## config.mk

```make
export PLATFORM = sky130hd
export DESIGN_NAME = aipx_crossbar
export DESIGN_NICKNAME = d
export VERILOG_FILES = /design/src/hw/aipx_pkg.sv /design/src/hw/aipx_crossbar.sv /design/src/hw/aipx_port_capture.sv /design/src/hw/aipx_pn_gen.sv
export VERILOG_INCLUDE_DIRS = /design/src /design/src/hw
export SDC_FILE = /design/constraint.sdc
export NUM_CORES = 2
export LEC_CHECK = 0
export BUFFER_PORTS_ARGS = -buffer_cell sky130_fd_sc_hd__buf_4
export CAP_MARGIN = 40
export CORE_MARGIN = 3
export CORE_UTILIZATION = 54
export DETAILED_ROUTE_END_ITERATION = 10
export HOLD_SLACK_MARGIN = 0.03
export PLACE_DENSITY = 0.77
export SLEW_MARGIN = 30
export SYNTH_ARGS = -nofsm -noshare
export SYNTH_HDL_FRONTEND = slang
export SYNTH_SLANG_ARGS = --single-unit
export TNS_END_PERCENT = 10
```

## constraint.sdc

```tcl
create_clock -name clk_i -period 26.5 [get_ports clk_i]
set_input_delay 7.95 -clock clk_i [delete_from_list [all_inputs] [get_ports clk_i]]
set_output_delay 7.95 -clock clk_i [all_outputs]
set_load 0.05 [all_outputs]
```

## src/hw/aipx_defines.svh

```systemverilog
// Offsets, field positions, reset values and limits of the input port crossbar.
// Assumes a 32-bit register port with byte addresses and one word per register.
`ifndef AIPX_DEFINES_SVH
`define AIPX_DEFINES_SVH

// ==========================================================
// Register offsets
`define AIPX_REG_INCTL 8'h00
`define AIPX_REG_CLKCTL 8'h04
`define AIPX_REG_GAIN 8'h08
`define AIPX_REG_SAMPLE_A 8'h10
`define AIPX_REG_SAMPLE_B 8'h14
`define AIPX_REG_SAMPLE_C 8'h18
`define AIPX_REG_SAMPLE_D 8'h1C
`define AIPX_REG_PN 8'h20

// ==========================================================
// Field positions
`define AIPX_SEL_W 3
`define AIPX_CPLX_LSB 18
`define AIPX_PAIR_AB_BIT 24
`define AIPX_PAIR_CD_BIT 25
`define AIPX_INCTL_W 26
`define AIPX_INV_LSB 0
`define AIPX_CLKCTL_W 4
`define AIPX_EXPDIR_LSB 0
`define AIPX_GAIN_LSB 4
`define AIPX_GAIN_W 16

// ==========================================================
// Reset values and limits
`define AIPX_INCTL_RST 26'h0000000
`define AIPX_CLKCTL_RST 4'h0
`define AIPX_GAIN_RST 16'h0000
`define AIPX_PN_SEED 16'hACE1
`define AIPX_PORT_MAX_MSPS 150

`endif

```

## src/hw/aipx_pkg.sv

```systemverilog
// Types shared by the input port crossbar files.
// Assumes the constants header is included where offsets are needed.
package aipx_pkg;
	typedef logic [15:0] aipx_mant_t;
	typedef logic [2:0] aipx_exp_t;
	// Crossbar source codes; 5 to 7 are reserved
	typedef enum logic [2:0] {
		AIPX_SRC_A = 3'h0,
		AIPX_SRC_B = 3'h1,
		AIPX_SRC_C = 3'h2,
		AIPX_SRC_D = 3'h3,
		AIPX_SRC_PN = 3'h4
	} aipx_src_t;
endpackage : aipx_pkg

```

## src/hw/aipx_crossbar.sv

```systemverilog
// Input capture and six-channel crossbar with register port and exponent pins.
// Assumes port clocks and pins are asynchronous to clk_i; register master on clk_i.
`timescale 1ns/100ps
`default_nettype none
`include "aipx_defines.svh"
// Operation
// - Four independent ports, up to 150 MSPS, each sampled on its own clock.
// - Any port may feed any of six channels, chosen per channel.
// - Each channel has a 3-bit source select field in input control.
// - Pseudo-noise test generator is an extra selectable source.
// - One sample stream per port; no time-interleaved demultiplexing.
// - Each port captures on rising or falling clock edge by configuration.
// - Port A clock is the reference for the processing clock multiplier.
// - Sample is 16-bit mantissa plus 3-bit exponent, or fixed point.
// - Mantissa is two's complement, exponent unsigned.
// - Exponent pins may be gain-range outputs, direction set by configuration.
// - Clock-invert bit in clock control picks each port's capture edge.
// - Complex mode pairs A with B and C with D, each enabled separately.
// - Per-channel complex bit plus first-port select gives paired stream.
module aipx_crossbar (
	input wire logic clk_i,
	input wire logic rst_i,
	input wire logic [7:0] reg_addr_i,
	input wire logic [31:0] reg_wdata_i,
	input wire logic reg_wr_i,
	input wire logic reg_rd_i,
	output logic [31:0] reg_rdata_o,
	input wire logic port_a_sample_clock_i,
	input wire logic port_b_sample_clock_i,
	input wire logic port_c_sample_clock_i,
	input wire logic port_d_sample_clock_i,
	input wire aipx_pkg::aipx_mant_t port_a_mantissa_i,
	input wire aipx_pkg::aipx_mant_t port_b_mantissa_i,
	input wire aipx_pkg::aipx_mant_t port_c_mantissa_i,
	input wire aipx_pkg::aipx_mant_t port_d_mantissa_i,
	input wire aipx_pkg::aipx_exp_t pair_ab_exponent_i,
	output aipx_pkg::aipx_exp_t pair_ab_exponent_o,
	output logic pair_ab_exponent_oe_n_o,
	input wire aipx_pkg::aipx_exp_t port_b_exponent_i,
	output aipx_pkg::aipx_exp_t port_b_exponent_o,
	output logic port_b_exponent_oe_n_o,
	input wire aipx_pkg::aipx_exp_t pair_cd_exponent_i,
	output aipx_pkg::aipx_exp_t pair_cd_exponent_o,
	output logic pair_cd_exponent_oe_n_o,
	input wire aipx_pkg::aipx_exp_t port_d_exponent_i,
	output aipx_pkg::aipx_exp_t port_d_exponent_o,
	output logic port_d_exponent_oe_n_o,
	output logic pll_ref_clk_o,
	output logic [5:0][15:0] ch_i_o,
	output logic [5:0][15:0] ch_q_o,
	output logic [5:0] ch_cplx_o,
	output logic [5:0] ch_valid_o
);
	import aipx_pkg::*;

	// ==========================================================
	// Helpers
	// Signed mantissa, unsigned shift
	function automatic aipx_mant_t aipx_scale(input aipx_mant_t m, input aipx_exp_t e);
		aipx_scale = $signed(m) >>> e;
	endfunction : aipx_scale

	function automatic aipx_src_t aipx_ch_sel(input logic [25:0] ctl, input int n);
		aipx_ch_sel = aipx_src_t'(ctl[n*`AIPX_SEL_W +: `AIPX_SEL_W]);
	endfunction : aipx_ch_sel

	// ==========================================================
	// Registers
	logic [25:0] inctl_r, inctl_nxt;
	logic [3:0] clkctl_r, clkctl_nxt;
	logic [15:0] gain_r, gain_nxt;
	logic [31:0] rdata_r, rdata_nxt;
	logic [3:0] exp_dir;
	logic pair_ab, pair_cd;
	logic [3:0][15:0] cap_mant;
	logic [3:0][2:0] cap_exp;
	logic [3:0] cap_stb;
	logic [3:0] cap_lvl;
	aipx_mant_t pn;

	always_comb begin
		inctl_nxt = inctl_r;
		clkctl_nxt = clkctl_r;
		gain_nxt = gain_r;
		if (reg_wr_i) begin
			if (reg_addr_i == `AIPX_REG_INCTL) begin
				inctl_nxt = reg_wdata_i[`AIPX_INCTL_W-1:0];
			end else if (reg_addr_i == `AIPX_REG_CLKCTL) begin
				clkctl_nxt = reg_wdata_i[`AIPX_CLKCTL_W-1:0];
			end else if (reg_addr_i == `AIPX_REG_GAIN) begin
				gain_nxt = reg_wdata_i[`AIPX_GAIN_W-1:0];
			end
		end
	end

	always_comb begin
		rdata_nxt = 32'h00000000;
		// Zero outside the answer cycle, so a stale word never looks fresh
		if (reg_rd_i) begin
			if (reg_addr_i == `AIPX_REG_INCTL) begin
				rdata_nxt = {6'h00, inctl_r};
			end else if (reg_addr_i == `AIPX_REG_CLKCTL) begin
				rdata_nxt = {28'h0000000, clkctl_r};
			end else if (reg_addr_i == `AIPX_REG_GAIN) begin
				rdata_nxt = {16'h0000, gain_r};
			end else if (reg_addr_i == `AIPX_REG_SAMPLE_A) begin
				rdata_nxt = {13'h0000, cap_exp[0], cap_mant[0]};
			end else if (reg_addr_i == `AIPX_REG_SAMPLE_B) begin
				rdata_nxt = {13'h0000, cap_exp[1], cap_mant[1]};
			end else if (reg_addr_i == `AIPX_REG_SAMPLE_C) begin
				rdata_nxt = {13'h0000, cap_exp[2], cap_mant[2]};
			end else if (reg_addr_i == `AIPX_REG_SAMPLE_D) begin
				rdata_nxt = {13'h0000, cap_exp[3], cap_mant[3]};
			end else if (reg_addr_i == `AIPX_REG_PN) begin
				rdata_nxt = {16'h0000, pn};
			end
		end
	end

	always_ff @(posedge clk_i or posedge rst_i) begin
		if (rst_i) begin
			inctl_r <= `AIPX_INCTL_RST;
			clkctl_r <= `AIPX_CLKCTL_RST;
			gain_r <= `AIPX_GAIN_RST;
			rdata_r <= 32'h00000000;
		end else begin
			inctl_r <= inctl_nxt;
			clkctl_r <= clkctl_nxt;
			gain_r <= gain_nxt;
			rdata_r <= rdata_nxt;
		end
	end
	assign reg_rdata_o = rdata_r;
	assign exp_dir = gain_r[`AIPX_EXPDIR_LSB +: 4];
	assign pair_ab = inctl_r[`AIPX_PAIR_AB_BIT];
	assign pair_cd = inctl_r[`AIPX_PAIR_CD_BIT];

	// ==========================================================
	// Ports
	logic [3:0] pclk;
	logic [3:0][15:0] pmant;
	logic [3:0][2:0] pexp;
	assign pclk = {port_d_sample_clock_i, port_c_sample_clock_i,
		port_b_sample_clock_i, port_a_sample_clock_i};
	assign pmant = {port_d_mantissa_i, port_c_mantissa_i,
		port_b_mantissa_i, port_a_mantissa_i};
	assign pexp = {port_d_exponent_i, pair_cd_exponent_i,
		port_b_exponent_i, pair_ab_exponent_i};

	for (genvar p = 0; p < 4; p++) begin : g_port
		aipx_port_capture u_cap (
			.clk_i(clk_i),
			.rst_i(rst_i),
			.sample_clk_i(pclk[p]),
			.mant_i(pmant[p]),
			.exp_i(pexp[p]),
			.edge_inv_i(clkctl_r[`AIPX_INV_LSB + p]),
			.exp_out_mode_i(exp_dir[p]),
			.mant_o(cap_mant[p]),
			.exp_o(cap_exp[p]),
			.stb_o(cap_stb[p]),
			.clk_lvl_o(cap_lvl[p])
		);
	end

	aipx_pn_gen u_pn (
		.clk_i(clk_i),
		.rst_i(rst_i),
		.pn_o(pn)
	);

	assign pll_ref_clk_o = cap_lvl[0];

	// ==========================================================
	// Exponent pins
	// Gain range outputs
	assign pair_ab_exponent_o = gain_r[`AIPX_GAIN_LSB +: 3];
	assign port_b_exponent_o = gain_r[`AIPX_GAIN_LSB + 3 +: 3];
	assign pair_cd_exponent_o = gain_r[`AIPX_GAIN_LSB + 6 +: 3];
	assign port_d_exponent_o = gain_r[`AIPX_GAIN_LSB + 9 +: 3];
	assign pair_ab_exponent_oe_n_o = ~exp_dir[0];
	assign port_b_exponent_oe_n_o = ~(exp_dir[1] & ~pair_ab);
	assign pair_cd_exponent_oe_n_o = ~exp_dir[2];
	assign port_d_exponent_oe_n_o = ~(exp_dir[3] & ~pair_cd);

	// ==========================================================
	// Crossbar
	logic [5:0][15:0] ch_i_r, ch_i_nxt, ch_q_r, ch_q_nxt;
	logic [5:0] cplx_r, cplx_nxt, vld_r, vld_nxt;

	always_comb begin
		aipx_src_t sel;
		logic [1:0] p;
		logic cx_ok;
		sel = AIPX_SRC_A;
		p = 2'h0;
		cx_ok = 1'b0;
		ch_i_nxt = ch_i_r;
		ch_q_nxt = ch_q_r;
		cplx_nxt = cplx_r;
		vld_nxt = 6'h00;
		for (int n = 0; n < 6; n++) begin
			sel = aipx_ch_sel(inctl_r, n);
			p = sel[1:0];
			// Complex only from A or C
			cx_ok = inctl_r[`AIPX_CPLX_LSB + n] &&
				((sel == AIPX_SRC_A && pair_ab) || (sel == AIPX_SRC_C && pair_cd));
			if (sel == AIPX_SRC_PN) begin
				vld_nxt[n] = 1'b1;
				ch_i_nxt[n] = pn;
				ch_q_nxt[n] = 16'h0000;
				cplx_nxt[n] = 1'b0;
			end else if (sel <= AIPX_SRC_D && cap_stb[p]) begin
				// One word per strobe, no demux
				vld_nxt[n] = 1'b1;
				ch_i_nxt[n] = aipx_scale(cap_mant[p], cap_exp[p]);
				ch_q_nxt[n] = cx_ok ? aipx_scale(cap_mant[2'(p + 2'h1)],
					cap_exp[2'(p + 2'h1)]) : 16'h0000;
				cplx_nxt[n] = cx_ok;
			end
		end
	end

	always_ff @(posedge clk_i or posedge rst_i) begin
		if (rst_i) begin
			ch_i_r <= '0;
			ch_q_r <= '0;
			cplx_r <= 6'h00;
			vld_r <= 6'h00;
		end else begin
			ch_i_r <= ch_i_nxt;
			ch_q_r <= ch_q_nxt;
			cplx_r <= cplx_nxt;
			vld_r <= vld_nxt;
		end
	end
	assign ch_i_o = ch_i_r;
	assign ch_q_o = ch_q_r;
	assign ch_cplx_o = cplx_r;
	assign ch_valid_o = vld_r;
endmodule : aipx_crossbar
`default_nettype wire

```

## src/hw/aipx_port_capture.sv

```systemverilog
// One sample port: synchronises the port clock and pins, captures on the chosen edge.
// Assumes the port clock runs well below half of clk_i.
`timescale 1ns/100ps
`default_nettype none
module aipx_port_capture (
	input wire logic clk_i,
	input wire logic rst_i,
	input wire logic sample_clk_i,
	input wire aipx_pkg::aipx_mant_t mant_i,
	input wire aipx_pkg::aipx_exp_t exp_i,
	input wire logic edge_inv_i,
	input wire logic exp_out_mode_i,
	output aipx_pkg::aipx_mant_t mant_o,
	output aipx_pkg::aipx_exp_t exp_o,
	output logic stb_o,
	output logic clk_lvl_o
);
	import aipx_pkg::*;
	logic clk_s1_r, clk_s2_r, clk_s3_r;
	logic [2:0] fill_r;
	logic [18:0] dat_s1_r, dat_s2_r, dat_s3_r;
	aipx_mant_t mant_r, mant_nxt;
	aipx_exp_t exp_r, exp_nxt;
	logic stb_r, stb_nxt, edge_seen;

	// ==========================================================
	// Synchronisers
	always_ff @(posedge clk_i or posedge rst_i) begin
		if (rst_i) begin
			clk_s1_r <= 1'b0;
			clk_s2_r <= 1'b0;
			clk_s3_r <= 1'b0;
			fill_r <= 3'h0;
			dat_s1_r <= 19'h00000;
			dat_s2_r <= 19'h00000;
			dat_s3_r <= 19'h00000;
		end else begin
			clk_s1_r <= sample_clk_i;
			clk_s2_r <= clk_s1_r;
			clk_s3_r <= clk_s2_r;
			fill_r <= {fill_r[1:0], 1'b1};
			dat_s1_r <= {exp_i, mant_i};
			dat_s2_r <= dat_s1_r;
			dat_s3_r <= dat_s2_r;
		end
	end

	// ==========================================================
	// Capture
	// Edge choice per port
	// Stages hold reset zeros at first; a high pin would look like an edge
	assign edge_seen = fill_r[2] & (edge_inv_i ? (clk_s3_r & ~clk_s2_r) : (~clk_s3_r & clk_s2_r));
	always_comb begin
		mant_nxt = mant_r;
		exp_nxt = exp_r;
		stb_nxt = 1'b0;
		if (edge_seen) begin
			// Word from before the edge: the pins may already move after it
			// Held in clk_i registers, not on the port clock
			mant_nxt = dat_s3_r[15:0];
			exp_nxt = exp_out_mode_i ? 3'h0 : dat_s3_r[18:16];
			stb_nxt = 1'b1;
		end
	end
	always_ff @(posedge clk_i or posedge rst_i) begin
		if (rst_i) begin
			mant_r <= 16'h0000;
			exp_r <= 3'h0;
			stb_r <= 1'b0;
		end else begin
			mant_r <= mant_nxt;
			exp_r <= exp_nxt;
			stb_r <= stb_nxt;
		end
	end
	assign mant_o = mant_r;
	assign exp_o = exp_r;
	assign stb_o = stb_r;
	assign clk_lvl_o = clk_s2_r;
endmodule : aipx_port_capture
`default_nettype wire

```

## src/hw/aipx_pn_gen.sv

```systemverilog
// Pseudo-noise test source for the crossbar, one new word each clock.
// Assumes nothing beyond clk_i and rst_i.
`timescale 1ns/100ps
`default_nettype none
`include "aipx_defines.svh"
module aipx_pn_gen (
	input wire logic clk_i,
	input wire logic rst_i,
	output aipx_pkg::aipx_mant_t pn_o
);
	import aipx_pkg::*;
	aipx_mant_t lfsr_r, lfsr_nxt;

	// ==========================================================
	// Sequence
	// Test word generator
	always_comb begin
		lfsr_nxt = {lfsr_r[14:0], lfsr_r[15] ^ lfsr_r[13] ^ lfsr_r[12] ^ lfsr_r[10]};
	end
	always_ff @(posedge clk_i or posedge rst_i) begin
		if (rst_i) begin
			lfsr_r <= `AIPX_PN_SEED;
		end else begin
			lfsr_r <= lfsr_nxt;
		end
	end
	assign pn_o = lfsr_r;
endmodule : aipx_pn_gen
`default_nettype wire

```

==> PnR_summary.wiki <==
{| class="wikitable"
! Metric !! Value
|-
| Final Util || between 60% and 70%
|-
| TritonCTS clock tree || yes
|-
| Total of hold buffers inserted after clock tree synthesis || 0
|-
| Num CTS Buffers || 61
|-
| R2r endpoint || ch_q_o[61]
|-
| Share of final-layout standard cells stronger than drive strength 1 || a little under two fifths
|-
| Synth cell types || slightly above 80
|-
| Static power due to leakage || 17.0 nW
|-
| Switching Power || roughly 1.4 mW
|-
| Synth-to-Final Area Change || 17.0%
|-
| Flip-flop and latch count after synthesis || 615
|-
| Share of synthesized flip-flops with an asynchronous set or reset || between 90% and 100%
|-
| Routed wire length || 127000 um
|-
| Part of the total power dissipated in the clock network || 26.8%
|-
| Maximum single-stage delay on the critical path || between 0.7 and 0.8 ns
|-
| RSZ-0062 raised after global routing || no
|-
| Met1 track utilization from global routing || 48.9%
|-
| DRC || 0
|-
| Number of max-slew violations in the final report || 0
|-
| Pre-CTS setup slack || about 16 ns
|-
| Arrival time at the worst endpoint || ~1.8 ns
|-
| Max cap viols || 0
|-
| Synthesized area per cell || between 10 and 15 sq um
|-
| Sort of element at the start of the critical path || flop
|-
| Type of the most critical hold path || reg2reg
|-
| Element type at the critical path end || output port
|-
| # resized after CTS || 0
|-
| Flop-to-flop setup slack || between 20 and 25 ns
|-
| Initial antenna violation count || 6
|-
| Met3 routing resource usage after global routing || about an eighth
|-
| Initial DRC count || ~3.7k
|-
| Sink count of the clock tree || 615
|-
| Final count of hold timing violations || 0
|-
| Transition time of the tightest slew-check pin || around 1.1 ns
|-
| Number of I/O port buffers || 364
|-
| Combinational share of power || 37.5%
|-
| Final worst-path setup slack || around 17 ns
|-
| Std cell rows || approximately 90
|-
| Average routed wire per standard cell || roughly 33 um
|-
| Period utilization || a little under two fifths
|-
| Power, Total || between 3 and 4 mW
|-
| Clock Tree Root || clkbuf_16
|-
| Maximum number of pins on one net before global-route repair || 200
|-
| Post-Syn Instances || 2690
|-
| Critical path class || reg2out
|-
| Fraction of power consumed by sequential logic || between 30 and 40%
|-
| Peak fanout along the critical path || 9
|-
| Clock latency reported for the late side of the worst-skew pair || between 0.6 and 0.7 ns
|-
| Critical Path RT || between 15 and 20 ns
|-
| Maximum frequency from static timing analysis || 103 MHz
|-
| Most common cell after layout, fill and taps aside || dfrtp_1
|-
| Final weighted congestion in routability-driven placement || between 0.9 and 1
|-
| Most frequent cells in the layout || dfrtp_1, buf_4, mux4_2, mux2_2, mux2i_1
|-
| Crit path launch || inctl_r[25]
|-
| Clock period minus worst slack || 9.73 ns
|-
| Final std cells w/o fill || roughly 3.8k
|-
| Drt first pass iters || 9
|-
| DIE HEIGHT || between 200 and 300 um
|-
| Part of the Yosys area used for sequential elements || a little under half
|-
| Area inside the core boundary || 61900 sq um
|-
| Post-detailed-route via-to-cell ratio || roughly 7
|-
| Outcome || finished clean
|-
| Count of endpoints failing setup in the final report || 0
|-
| Synth Warn # || 0
|-
| Global-route usage over all layers || between 30% and 40%
|-
| HP Start || g_port[3].u_cap.dat_s1_r[15]
|-
| Global route overflow || 0
|-
| Worst slew slack as a fraction of its limit || approximately 29%
|-
| Wire length of the first global-routing pass || 183000 um
|-
| Number of global-route vias before repair || about 27k
|-
| Power Dens Cells || approximately 86 nW/um^2
|-
| Internal power consumption || 2.06 mW
|-
| Maximum VDD drop || around 60 uV
|-
| Reg2reg path depth || 8
|-
| Count of vias placed by the detailed router || between 20k and 30k
|-
| Startpoint of the most critical register-to-register path || inctl_r[9]
|-
| Sw Share || 39.6%
|-
| Cell Area, Synth || approximately 34000 sq um
|-
| Starting utilization of the core area || roughly 55%
|-
| Last element of the critical path || port_d_exponent_oe_n_o
|-
| Net count, final || around 3.1k
|-
| Die area || around 66000 sq um
|-
| Primary flip-flop cell chosen by synthesis mapping || dfrtp_1
|-
| Number of H-tree branching levels || 2
|-
| Die boundary width || ~260 um
|-
| Maximum buffer depth of the clock tree || 3
|-
| Most crowded layer after global routing || met2
|-
| Clock Skews || approximately 0.035 ns
|-
| # Post-CTS Setup Buffers || 0
|-
| Number of nets with antenna violations after routing || 0
|-
| Chain of cells forming the critical path || nand2b_1, buf_4
|-
| Setup TNS Final || 0 ns
|-
| I/O pin total || around 380
|-
| Placed cell count || 3685
|-
| HPWL reported at the end of detailed placement || approximately 85000 um
|-
| Global routing met2 resource utilization || roughly 55%
|-
| Number of synthesized flops with an enable pin || 0
|-
| Clock transition at the register clock pins on the worst setup and hold paths after CTS || roughly 0.060 ns
|-
| Slowest stage cell, crit path || dfrtp_1
|}
==> how the worst min path moves through the flow <==
stage	endpoint	cells after the start
finish	g_port[3].u_cap.dat_s2_r[15]	0
global route	g_port[2].u_cap.dat_s3_r[11]	0
CTS	g_port[3].u_cap.dat_s2_r[15]	0
detailed placement	g_port[0].u_cap.dat_s2_r[15]	0
global placement	g_port[0].u_cap.fill_r[2]	0
floorplan	g_port[0].u_cap.clk_lvl_o	0
==> synth_stat cells, drive strengths merged, types with 5 or more instances <==
cell / instances / area (sq um)
and3: 11 / 68.8
nand2: 206 / 781
dfstp: 8 / 210
o221ai: 47 / 412
a32o: 10 / 100
o221a: 12 / 135
a21oi: 45 / 229
inv: 63 / 236
o22ai: 29 / 181
dfrtp: 607 / 15200
o2bb2ai: 23 / 201
nor3: 29 / 150
clkbuf: 151 / 567
mux2i: 227 / 2270
a211oi: 27 / 203
nand3: 32 / 160
mux2: 253 / 2860
mux4: 250 / 5640
o21ai: 97 / 485
a22o: 39 / 342
nor2: 86 / 330
nand4: 15 / 93.8
a21boi: 6 / 45.0
buf: 128 / 797
a221oi: 17 / 149
a211o: 10 / 87.6
a2bb2oi: 12 / 105
nor2b: 20 / 125
a21o: 20 / 150
nor4b: 5 / 65.1
ha: 18 / 225
nand2b: 30 / 188
and2: 27 / 169
a22oi: 44 / 330
o211ai: 17 / 128
a31oi: 12 / 75.1
==> metrics by stage <==
step	hold WS [ns]	instance area (sq um)
floorplan	0.331	34000
global placement	0.332	36900
detailed placement	0.335	37100
CTS	0.343	39200
global route	0.345	39700
finish	0.340	39700
==> sequential cells by signal, indices dropped and copies added (netlist names) <==
register                flops
g_port.u_cap.clk_s3_r       4
u_pn.pn_o                  16
g_port.u_cap.clk_lvl_o      4
g_port.u_cap.dat_s3_r      76
inctl_r                    26
g_port.u_cap.dat_s1_r      76
g_port.u_cap.dat_s2_r      76
g_port.u_cap.exp_o         12
gain_r                     16
clkctl_r                    4
g_port.u_cap.fill_r         3
ch_cplx_o                   6
ch_q_o                     96
g_port.u_cap.mant_o        64
ch_valid_o                  6
g_port.u_cap.clk_s1_r       4
g_port.u_cap.stb_o          4
ch_i_o                     96
reg_rdata_o                26
==> critical path: cells and delay by family, from the launching register on <==
family	cells	cell delay, ns
flip-flops	1	0.73
AND/OR/NAND/NOR	1	0.19
buffers and inverters	1	0.20
==> kinds of logic after synthesis <==
group / Yosys count / share of synthesized area [%]
mux: 730 / 31.7
flops: 615 / 45.3
compound gates: 492 / 10.6
simple gates: 486 / 6.83
buf+inv: 344 / 4.73
fa+ha+maj: 18 / 0.663
xor+xnor: 3 / 0.0774
other cells: 2 / 0.0221
==> power by group through the flow <==
stage / clock network, mW / logic (mW) / registers, mW
6_report: 0.915 / 1.28 / 1.22
5_1_grt: 0.962 / 1.32 / 1.21
4_1_cts: 0.922 / 1.18 / 1.23
3_5_place_dp: 0 / 1.17 / 1.25
3_3_place_gp: 0 / 1.13 / 1.25
2_1_floorplan: 0 / 0.666 / 1.32
==> layer usage <==
| metal | vias to the layer above | part of all wire, % |
|---|---|---|
| li1 | 10700 | - |
| met1 | 13500 | 36 |
| met2 | 2194 | 44 |
| met3 | 587 | 13 |
| met4 | 2 | 7.2 |
| met5 | - | 0.013 |
==> area by class of cell <==
type                    count  area [sq um]
flip-flops and latches    615         15400
repair buffers            464          3870
clock buffers              86          1750
inverters                  65           251
fillers                  4629         22200
multi-input cells        1736         17000
clock inverters            28           363
well taps                 837          1050
diodes                      9          22.5
(Power assumes the default switching activity.)
